### src/include/sbcfw_pkg.sv
// Purpose: Constants and types for the fault and wake status bank
// Assumes: Register offsets are the printed 7-bit register addresses
// Notes: Timing figures are given in ns and converted to 100 MHz cycles
package sbcfw_pkg;

  // ****************************************
  // Register map
  // ****************************************
  localparam logic [6:0] SBCFW_ADDR_DEV_INFO = 7'h43;
  localparam logic [6:0] SBCFW_ADDR_BUS_COMM = 7'h44;
  localparam logic [6:0] SBCFW_ADDR_WAKE_0 = 7'h46;
  localparam logic [7:0] SBCFW_RESET_VALUE = 8'h00;

  // ****************************************
  // Field positions
  // ****************************************
  localparam int SBCFW_DEV_PRE_LSB = 6;
  localparam int SBCFW_DEV_WDC_LSB = 2;
  localparam int SBCFW_DEV_SPIF_BIT = 1;
  localparam int SBCFW_DEV_FAIL_BIT = 0;
  localparam int SBCFW_BUS_TIMEOUT_BIT = 4;
  localparam int SBCFW_BUS_SYS_ERROR_BIT = 3;
  localparam int SBCFW_BUS_FAIL_LSB = 1;
  localparam int SBCFW_BUS_UV_BIT = 0;
  localparam int SBCFW_WK_CAN_BIT = 5;
  localparam int SBCFW_WK_TIMER_BIT = 4;
  localparam int SBCFW_WK_INPUT_BIT = 0;

  // ****************************************
  // Encodings
  // ****************************************
  localparam logic [1:0] SBCFW_PRE_CLEARED = 2'h0;
  localparam logic [1:0] SBCFW_PRE_FAILURE = 2'h1;
  localparam logic [1:0] SBCFW_PRE_SLEEP = 2'h2;
  localparam logic [1:0] SBCFW_CANF_NONE = 2'h0;
  localparam logic [1:0] SBCFW_CANF_THERMAL = 2'h1;
  localparam logic [1:0] SBCFW_CANF_TXD_DOM = 2'h2;
  localparam logic [1:0] SBCFW_CANF_BUS_DOM = 2'h3;
  localparam logic [1:0] SBCFW_WDC_ZERO = 2'h0;
  localparam logic [1:0] SBCFW_WDC_ONE = 2'h1;
  localparam logic [1:0] SBCFW_WDC_TWO = 2'h2;
  // Configuration select: 0..3 stand for configurations 1..4
  localparam logic [1:0] SBCFW_CFG_2 = 2'h1;
  localparam logic [1:0] SBCFW_CFG_4 = 2'h3;

  // ****************************************
  // Timing
  // ****************************************
  localparam int SBCFW_CLK_PERIOD_NS = 10;
  localparam int SBCFW_TX_ENABLE_NS = 4000;
  localparam int SBCFW_TX_ENABLE_CYC =
    (SBCFW_TX_ENABLE_NS + SBCFW_CLK_PERIOD_NS - 1) / SBCFW_CLK_PERIOD_NS;
  localparam int SBCFW_IRQ_PULSE_NS = 100;
  localparam int SBCFW_IRQ_PULSE_CYC =
    (SBCFW_IRQ_PULSE_NS + SBCFW_CLK_PERIOD_NS - 1) / SBCFW_CLK_PERIOD_NS;

  typedef enum logic [1:0] {
    SBCFW_IRQ_IDLE = 2'b01,
    SBCFW_IRQ_PULSE = 2'b10
  } sbcfw_irq_state_t;

endpackage

### src/design/sbcfw_status_bank.sv
// Purpose: Fault, bus and wake status flags read and cleared by the host
// Assumes: All inputs except rst_n synchronous to sys_clk; monitor events are pulses
// Notes: Clear access is a one-cycle strobe with the register address
`timescale 1ns/10ps
module sbcfw_status_bank
  import sbcfw_pkg::*;
#(
  parameter int TX_ENABLE_CYC = SBCFW_TX_ENABLE_CYC,
  parameter int IRQ_PULSE_CYC = SBCFW_IRQ_PULSE_CYC
) (
  input wire logic sys_clk, // System clock
  input wire logic rst_n, // Power-on reset
  input wire logic soft_reset, // Soft reset command pulse
  input wire logic restart_entry, // Entering restart pulse
  input wire logic restart_from_sleep, // Restart cause is sleep
  input wire logic failsafe_wake, // Wake out of fail-safe pulse
  input wire logic [6:0] reg_addr, // Register address
  input wire logic reg_clear, // Read-and-clear strobe
  output logic [7:0] reg_rdata, // Read data
  input wire logic [1:0] config_select, // Configuration 1..4 as 0..3
  input wire logic wdog_fail_event, // Watchdog trigger failure
  input wire logic wd_trigger_ok, // Successful watchdog trigger
  input wire logic fail_release, // Fail output release request
  output logic fail_output, // Fail output active
  input wire logic invalid_cmd, // Invalid command detected
  input wire logic thermal_shutdown, // Transceiver overtemperature
  input wire logic txd_dom_detect, // Transmit dominant timeout seen
  input wire logic bus_dom_detect, // Bus dominant timeout seen
  input wire logic txd_high, // Transmit input level high
  input wire logic bus_recessive, // Bus level recessive
  input wire logic can_off_or_wake, // Transceiver off or wake-capable
  input wire logic can_supply_low, // Supply under threshold
  input wire logic can_mode_one, // CAN mode bit one
  input wire logic selective_wake, // Selective wake enabled
  input wire logic can_bus_silence, // Bus silence indication
  input wire logic can_timeout_irq_mask, // Timeout interrupt enable
  input wire logic stop_or_normal, // Device in stop or normal mode
  input wire logic sel_wake_cfg_error, // Selective wake config error
  input wire logic sel_wake_err_overflow, // Error counter above 32
  input wire logic can_wake, // CAN bus wake event
  input wire logic timer_wake, // Timer wake event
  input wire logic wake_input_event, // Wake input event
  output logic can_tx_enable, // Transmitter may drive
  output logic interrupt_out_low, // Interrupt output, low active
  output logic [1:0] watchdog_failure_count // Counter value
);

  // ****************************************
  // State
  // ****************************************
  typedef struct packed {
    logic [1:0] wdc;
    logic wd_frozen;
    logic fail_out;
    logic [1:0] pre_restart_state;
    logic spi_fail;
    logic failure;
    logic timeout_flag;
    logic timeout_lock;
    logic sys_error;
    logic [1:0] can_fail;
    logic uv_flag;
    logic thermal_act;
    logic txd_act;
    logic bus_act;
    logic [15:0] txen_cnt;
    logic tx_en;
    logic [2:0] wake;
    sbcfw_irq_state_t irq;
    logic [15:0] irq_cnt;
    logic [7:0] rdata;
  } sbcfw_state_t;

  localparam sbcfw_state_t SBCFW_STATE_RST = '{
    wdc: SBCFW_WDC_ZERO, wd_frozen: 1'b0, fail_out: 1'b0,
    pre_restart_state: SBCFW_PRE_CLEARED, spi_fail: 1'b0,
    failure: 1'b0, timeout_flag: 1'b0, timeout_lock: 1'b0,
    sys_error: 1'b0, can_fail: SBCFW_CANF_NONE, uv_flag: 1'b0,
    thermal_act: 1'b0,
    txd_act: 1'b0, bus_act: 1'b0, txen_cnt: 16'h0000, tx_en: 1'b1,
    wake: 3'h0, irq: SBCFW_IRQ_IDLE, irq_cnt: 16'h0000,
    rdata: SBCFW_RESET_VALUE
  };

  sbcfw_state_t s_q;
  sbcfw_state_t s_d;
  logic [1:0] rst_sync_q;
  logic rst_int_n;

  // ****************************************
  // Reset release
  // ****************************************
  always_ff @(posedge sys_clk or negedge rst_n) begin
    if (!rst_n) begin
      rst_sync_q <= 2'b00;
    end else begin
      rst_sync_q <= {rst_sync_q[0], 1'b1};
    end
  end
  assign rst_int_n = rst_sync_q[1];

  function automatic logic clr_hit(input logic [6:0] a,
                                   input logic [6:0] target,
                                   input logic strobe);
    clr_hit = strobe && (a == target);
  endfunction

  // ****************************************
  // Next state
  // ****************************************
  logic clr_dev;
  logic clr_bus;
  logic clr_wk;
  logic [1:0] wd_limit;
  logic wd_freeze_cfg;
  logic uv_now;
  logic timeout_set;
  logic [2:0] wake_evt;
  logic fault_any;

  always_comb begin
    s_d = s_q;
    clr_dev = clr_hit(reg_addr, SBCFW_ADDR_DEV_INFO, reg_clear);
    clr_bus = clr_hit(reg_addr, SBCFW_ADDR_BUS_COMM, reg_clear);
    clr_wk = clr_hit(reg_addr, SBCFW_ADDR_WAKE_0, reg_clear);
    wd_limit = (config_select == SBCFW_CFG_2) ? SBCFW_WDC_ONE :
               SBCFW_WDC_TWO;
    wd_freeze_cfg = (config_select == SBCFW_CFG_2) ||
                    (config_select == SBCFW_CFG_4);
    uv_now = can_mode_one && can_supply_low;
    timeout_set = selective_wake && can_bus_silence;
    wake_evt = {can_wake, timer_wake, wake_input_event};

    // Watchdog counter: frozen in configs 2/4 until a good trigger
    if (wd_trigger_ok) begin
      s_d.wd_frozen = 1'b0;
    end
    if (wdog_fail_event && !(s_q.wd_frozen && wd_freeze_cfg)) begin
      if (s_q.wdc < wd_limit) begin
        s_d.wdc = s_q.wdc + 2'h1;
      end
      s_d.wd_frozen = wd_freeze_cfg;
    end
    if (s_d.wdc == wd_limit && wdog_fail_event) begin
      s_d.fail_out = 1'b1;
    end
    if (fail_release && !wdog_fail_event) begin
      s_d.fail_out = 1'b0;
      s_d.wdc = SBCFW_WDC_ZERO;
    end

    // Device status flags, set wins over clear
    if (clr_dev) begin
      s_d.spi_fail = 1'b0;
      s_d.failure = 1'b0;
      s_d.pre_restart_state = SBCFW_PRE_CLEARED;
    end
    if (invalid_cmd) begin
      s_d.spi_fail = 1'b1;
    end
    if (s_d.fail_out && !s_q.fail_out) begin
      s_d.failure = 1'b1;
    end
    if (restart_entry) begin
      s_d.pre_restart_state = restart_from_sleep ? SBCFW_PRE_SLEEP :
                              SBCFW_PRE_FAILURE;
    end else if (failsafe_wake) begin
      s_d.pre_restart_state = SBCFW_PRE_FAILURE;
    end

    // CAN fault conditions and their recovery
    if (txd_high || can_off_or_wake) begin
      s_d.txd_act = 1'b0;
    end
    if (bus_recessive || can_off_or_wake) begin
      s_d.bus_act = 1'b0;
    end
    s_d.thermal_act = thermal_shutdown;
    if (txd_dom_detect) begin
      s_d.txd_act = 1'b1;
    end
    if (bus_dom_detect) begin
      s_d.bus_act = 1'b1;
    end

    if (clr_bus) begin
      s_d.can_fail = SBCFW_CANF_NONE;
      s_d.uv_flag = 1'b0;
      s_d.sys_error = 1'b0;
      if (!s_q.timeout_lock) begin
        s_d.timeout_flag = 1'b0;
      end
    end
    if (bus_dom_detect) begin
      s_d.can_fail = SBCFW_CANF_BUS_DOM;
    end else if (txd_dom_detect) begin
      s_d.can_fail = SBCFW_CANF_TXD_DOM;
    end else if (thermal_shutdown && !s_q.thermal_act) begin
      s_d.can_fail = SBCFW_CANF_THERMAL;
    end
    if (uv_now) begin
      s_d.uv_flag = 1'b1;
    end
    if (selective_wake && (sel_wake_cfg_error || sel_wake_err_overflow)) begin
      s_d.sys_error = 1'b1;
    end

    // Transmitter re-enable after transmit input held high
    fault_any = s_d.thermal_act || s_d.txd_act || s_d.bus_act || uv_now;
    if (fault_any) begin
      s_d.tx_en = 1'b0;
      s_d.txen_cnt = 16'h0000;
    end else if (!s_q.tx_en) begin
      if (!txd_high) begin
        s_d.txen_cnt = 16'h0000;
      end else if (s_q.txen_cnt >= 16'(TX_ENABLE_CYC - 1)) begin
        s_d.tx_en = 1'b1;
      end else begin
        s_d.txen_cnt = s_q.txen_cnt + 16'h0001;
      end
    end

    // Timeout flag and interrupt pulse
    if (timeout_set) begin
      s_d.timeout_flag = 1'b1;
      if (!s_q.timeout_flag && can_timeout_irq_mask && stop_or_normal) begin
        s_d.timeout_lock = 1'b1;
      end
    end
    case (s_q.irq)
      SBCFW_IRQ_IDLE: begin
        if (s_q.timeout_lock) begin
          s_d.irq = SBCFW_IRQ_PULSE;
          s_d.irq_cnt = 16'h0000;
          s_d.timeout_lock = 1'b0;
        end
      end
      SBCFW_IRQ_PULSE: begin
        if (s_q.irq_cnt >= 16'(IRQ_PULSE_CYC - 1)) begin
          s_d.irq = SBCFW_IRQ_IDLE;
        end else begin
          s_d.irq_cnt = s_q.irq_cnt + 16'h0001;
        end
      end
      default: begin
        s_d.irq = SBCFW_IRQ_IDLE;
      end
    endcase

    // Wake source flags
    for (int i = 0; i < 3; i++) begin
      if (clr_wk) begin
        s_d.wake[i] = 1'b0;
      end
      if (wake_evt[i]) begin
        s_d.wake[i] = 1'b1;
      end
    end

    // Restart keeps bus bits 4:0; bits 7:5 are reserved here
    // Soft reset returns all state except the read data to the power-on value
    if (soft_reset) begin
      s_d = SBCFW_STATE_RST;
    end

    // Registered read data, reserved bits zero
    s_d.rdata = 8'h00;
    case (reg_addr)
      SBCFW_ADDR_DEV_INFO: begin
        s_d.rdata[SBCFW_DEV_PRE_LSB +: 2] = s_q.pre_restart_state;
        s_d.rdata[SBCFW_DEV_WDC_LSB +: 2] = s_q.wdc;
        s_d.rdata[SBCFW_DEV_SPIF_BIT] = s_q.spi_fail;
        s_d.rdata[SBCFW_DEV_FAIL_BIT] = s_q.failure;
      end
      SBCFW_ADDR_BUS_COMM: begin
        s_d.rdata[SBCFW_BUS_TIMEOUT_BIT] = s_q.timeout_flag;
        s_d.rdata[SBCFW_BUS_SYS_ERROR_BIT] = s_q.sys_error;
        s_d.rdata[SBCFW_BUS_FAIL_LSB +: 2] = s_q.can_fail;
        s_d.rdata[SBCFW_BUS_UV_BIT] = s_q.uv_flag;
      end
      SBCFW_ADDR_WAKE_0: begin
        s_d.rdata[SBCFW_WK_CAN_BIT] = s_q.wake[2];
        s_d.rdata[SBCFW_WK_TIMER_BIT] = s_q.wake[1];
        s_d.rdata[SBCFW_WK_INPUT_BIT] = s_q.wake[0];
      end
      default: begin
        s_d.rdata = 8'h00;
      end
    endcase
  end

  always_ff @(posedge sys_clk or negedge rst_int_n) begin
    if (!rst_int_n) begin
      s_q <= SBCFW_STATE_RST;
    end else begin
      s_q <= s_d;
    end
  end

  // ****************************************
  // Outputs
  // ****************************************
  assign reg_rdata = s_q.rdata;
  assign fail_output = s_q.fail_out;
  assign can_tx_enable = s_q.tx_en;
  assign interrupt_out_low = (s_q.irq != SBCFW_IRQ_PULSE);
  assign watchdog_failure_count = s_q.wdc;

endmodule

### config.mk
export PLATFORM = sky130hd
export DESIGN_NAME = sbcfw_status_bank
export DESIGN_NICKNAME = d
export VERILOG_FILES = /design/src/include/sbcfw_pkg.sv /design/src/design/sbcfw_status_bank.sv
export SDC_FILE = /design/constraint.sdc
export NUM_CORES = 1
export LEC_CHECK = 0
export ABC_AREA = 0
export ABC_CLOCK_PERIOD_IN_PS = 5100
export BUFFER_PORTS_ARGS = -buffer_cell sky130_fd_sc_hd__buf_2
export CAP_MARGIN = 15
export CORE_ASPECT_RATIO = 0.9
export CORE_MARGIN = 2
export CORE_UTILIZATION = 60
export DETAILED_ROUTE_END_ITERATION = 10
export PLACE_DENSITY = 0.85
export SLEW_MARGIN = 15
export SYNTH_ARGS = -nofsm -noshare
export SYNTH_HDL_FRONTEND = slang
export SYNTH_SLANG_ARGS = --single-unit
### constraint.sdc
create_clock -name sys_clk -period 5.1 [get_ports sys_clk]
set_input_delay 0.51 -clock sys_clk [delete_from_list [all_inputs] [get_ports sys_clk]]
set_output_delay 0.51 -clock sys_clk [all_outputs]
set_load 0.03 [all_outputs]
==> reports/qor.csv <==
metric,value,unit
Critical Path Max Stage Delay,710,ps
reg2reg end,s_q[32],
sequential-to-total area share from yosys stat,56.1,%
launch point of the worst path,s_q[30],
Worst path top cell family by delay,simple AND/OR/NAND/NOR gates,
Main synth FF type,dfrtp_1,
CP bufs+invs,0,
worst clock skew,9.42,ps
Vias per Instance,5.66,
WL/cell,14.5,um
area grow syn2layout,15.1,%
fmax,418,MHz
CTS H-tree lvls,3,
cells on worst reg2reg path,6,
cell row count,23,
io pins,50,
worst hold path class,register to register,
CTS max path bufs,2,
Yosys Warn Count,0,
share of the synthesized area in the top cell type,54.3,%
DIE AREA,0.00541,mm2
PwrDens,311,mW/mm2
Post-Synthesis Cells,276,
largest net degree at the start of global routing,64,
post-route ant nets,0,
global-route wire length before repair,9510,um
Critical Path Stages,6,
end point of the critical path,s_q[32],
fin crit share,47.0,%
initial drt markers,207,
Slowest cell on crit path,or4_1,
max-slew violation count,0,
"most common cell after layout, fill and taps aside",dfrtp_1,
Pre-antenna DRT Iters,4,
layout cells sized above 1,22.1,%
met2 GRT Util,36.1,%
grt ovf,0,
maxcap violations,0,
"Cell Area, Synth",0.00290,mm2
minimum clock period,2390,ps
number of fill cells in the layout,342,
most frequent cells in the layout,"62 x dfrtp_1, 49 x buf_2, 25 x nor2_1, 23 x and2_1, 19 x nand2_1",
initial antenna violation count,0,
Clock Latency Late Sink,340,ps
CTS Sinks,65,
total chip power,1.04,mW
"Reg clk slew, reported paths",70,ps
hpwl dp,3820,um
final setup fails,0,
CP Data Arrival Time,2650,ps
CTS Root Cell,clkbuf_8,
post-CTS resize count,0,
number of diodes,0,
setup TNS,0,ps
CP endpoint kind,register,
crit path cell chain,ha_1 > and3_1 > nor4_1 > o311a_1 > or4_1 > o21ai_1,
final hold vios,0,
RSZ-0062 raised after global routing,false,
Yosys cell types,53,
critical setup path kind,register to register,
number of flops mapped to enable cells by yosys,0,
Post-Syn Area per Cell,10.5,um2
register bit count reported by yosys,65,
critical path peak fanout,12,
Most Crowded Layer GR,met2,
final WL,5610,um
GP Congestion,0.880,
drt drc,0,
vias in the first global route,2136,
Synth area leader,dfrtp_1,
Final nets,362,
Lkg Pwr,1.64,nW
CTS tree,done,
met1 usage in global routing,28.8,%
status,"complete, no violations",
via count,2196,
"setup slack, reg-to-reg",2710,ps
I/O Buffers,49,
top post-synthesis cells by area,"dfrtp_1 54%, and2_1 5.0%, nor2_1 3.2%, buf_4 2.6%, nand2_1 2.5%",
core area,0.00455,mm2
Total GRT Usage,22.6,%
Die Y,70.0,um
peak supply drop,0.224,mV
Worst slew margin,41.6,%
worst path required time,5350,ps
Startpoint Class,register,
Slew @ Worst Pin,874,ps
Syn Nets,317,
initial core utilization,63.8,%
worst reg2reg startpoint,s_q[30],
Num CTS Buffers,9,
Post-synth ARST share,100,%
grt met3 use,8.79,%
Die X,77.3,um
==> worst register-to-register path, cell delays in order (launching register included) <==
cell     delay [ps]
dfrtp_1         390
ha_1            270
and3_1          230
nor4_1           60
o311a_1         450
or4_1           710
o21ai_1         210
==> cells in the mapped netlist (all sizes together), types with 6 or more instances <==
| library cell | n |
|---|---|
| and2 | 23 |
| a21oi | 13 |
| nor2 | 25 |
| clkbuf | 6 |
| buf | 11 |
| and3 | 7 |
| nand2 | 19 |
| inv | 14 |
| dfrtp | 63 |
| o2111ai | 6 |
| o21ai | 13 |
| nor4 | 7 |
==> flip-flops by register name (all words and copies together), names as in the netlist <==
register	cells
reg_rdata	8
can_tx_enable	1
fail_output	1
rst_sync_q	2
s_q	51
watchdog_failure_count	2
==> layout make-up <==
cell class              count  area [um2]  share of cell area (%)
flip-flops and latches     65        1630                    48.8
multi-input cells         180        1120                    33.5
repair buffers             51         263                    7.87
clock buffers              13         159                    4.76
well taps                  62        77.6                    2.32
inverters                  14        52.6                    1.57
clock inverters             3        40.0                    1.20
==> where the power goes <==
group	internal (mW)	switching (mW)
sequential	0.528	0.00829
clock	0.251	0.180
combinational	0.0268	0.0451
==> stage by stage <==
stage	utilization, %	cell area (um2)	instances	worst slack [ps]	hold slack [ps]
6_report	73.4	3340	388	2710	360
5_1_grt	73.4	3340	388	2630	368
4_1_cts	73.4	3340	388	2750	355
3_5_place_dp	68.8	3130	371	2740	297
3_3_place_gp	68.8	3130	371	2820	296
2_1_floorplan	-	2900	276	3010	214
==> logic make-up after synthesis <==
family | Yosys count | share of synthesized area [%]
AO/OA/AOI/OAI | 57 | 13.2
multiplexers | 6 | 2.16
adder cells (fa/ha/maj) | 4 | 1.72
buffers and inverters | 31 | 5.35
AND/OR/NAND/NOR | 112 | 21.3
flip-flops | 65 | 56.1
other | 1 | 0.129
==> routing by layer <==
metal	share of wire [%]	vias up	routed length, um
met5	0	-	0
met4	0.80	0	45
met3	5.6	5	313
met2	48	69	2700
met1	45	1060	2550
li1	-	1062	-
==> worst min-delay path by stage <==
| stage | from | endpoint | cells after the start |
|---|---|---|---|
| after floorplan | rst_n | rst_sync_q[0] | 0 |
| after global placement | rst_n | rst_sync_q[0] | 1 |
| after detailed placement | rst_n | rst_sync_q[0] | 1 |
| after CTS | restart_from_sleep | s_q[57] | 2 |
| after global routing | restart_from_sleep | s_q[57] | 2 |
| final | rst_sync_q[0] | rst_sync_q[1] | 0 |
==> timing repair <==
action / CTS / global route
setup buffers: 0 / 0
endpoints found under the hold margin: 2 / 0
setup endpoints to repair: 0 / 0
hold buffers: 1 / 0
Note: power is estimated with default switching activity, not from simulation.
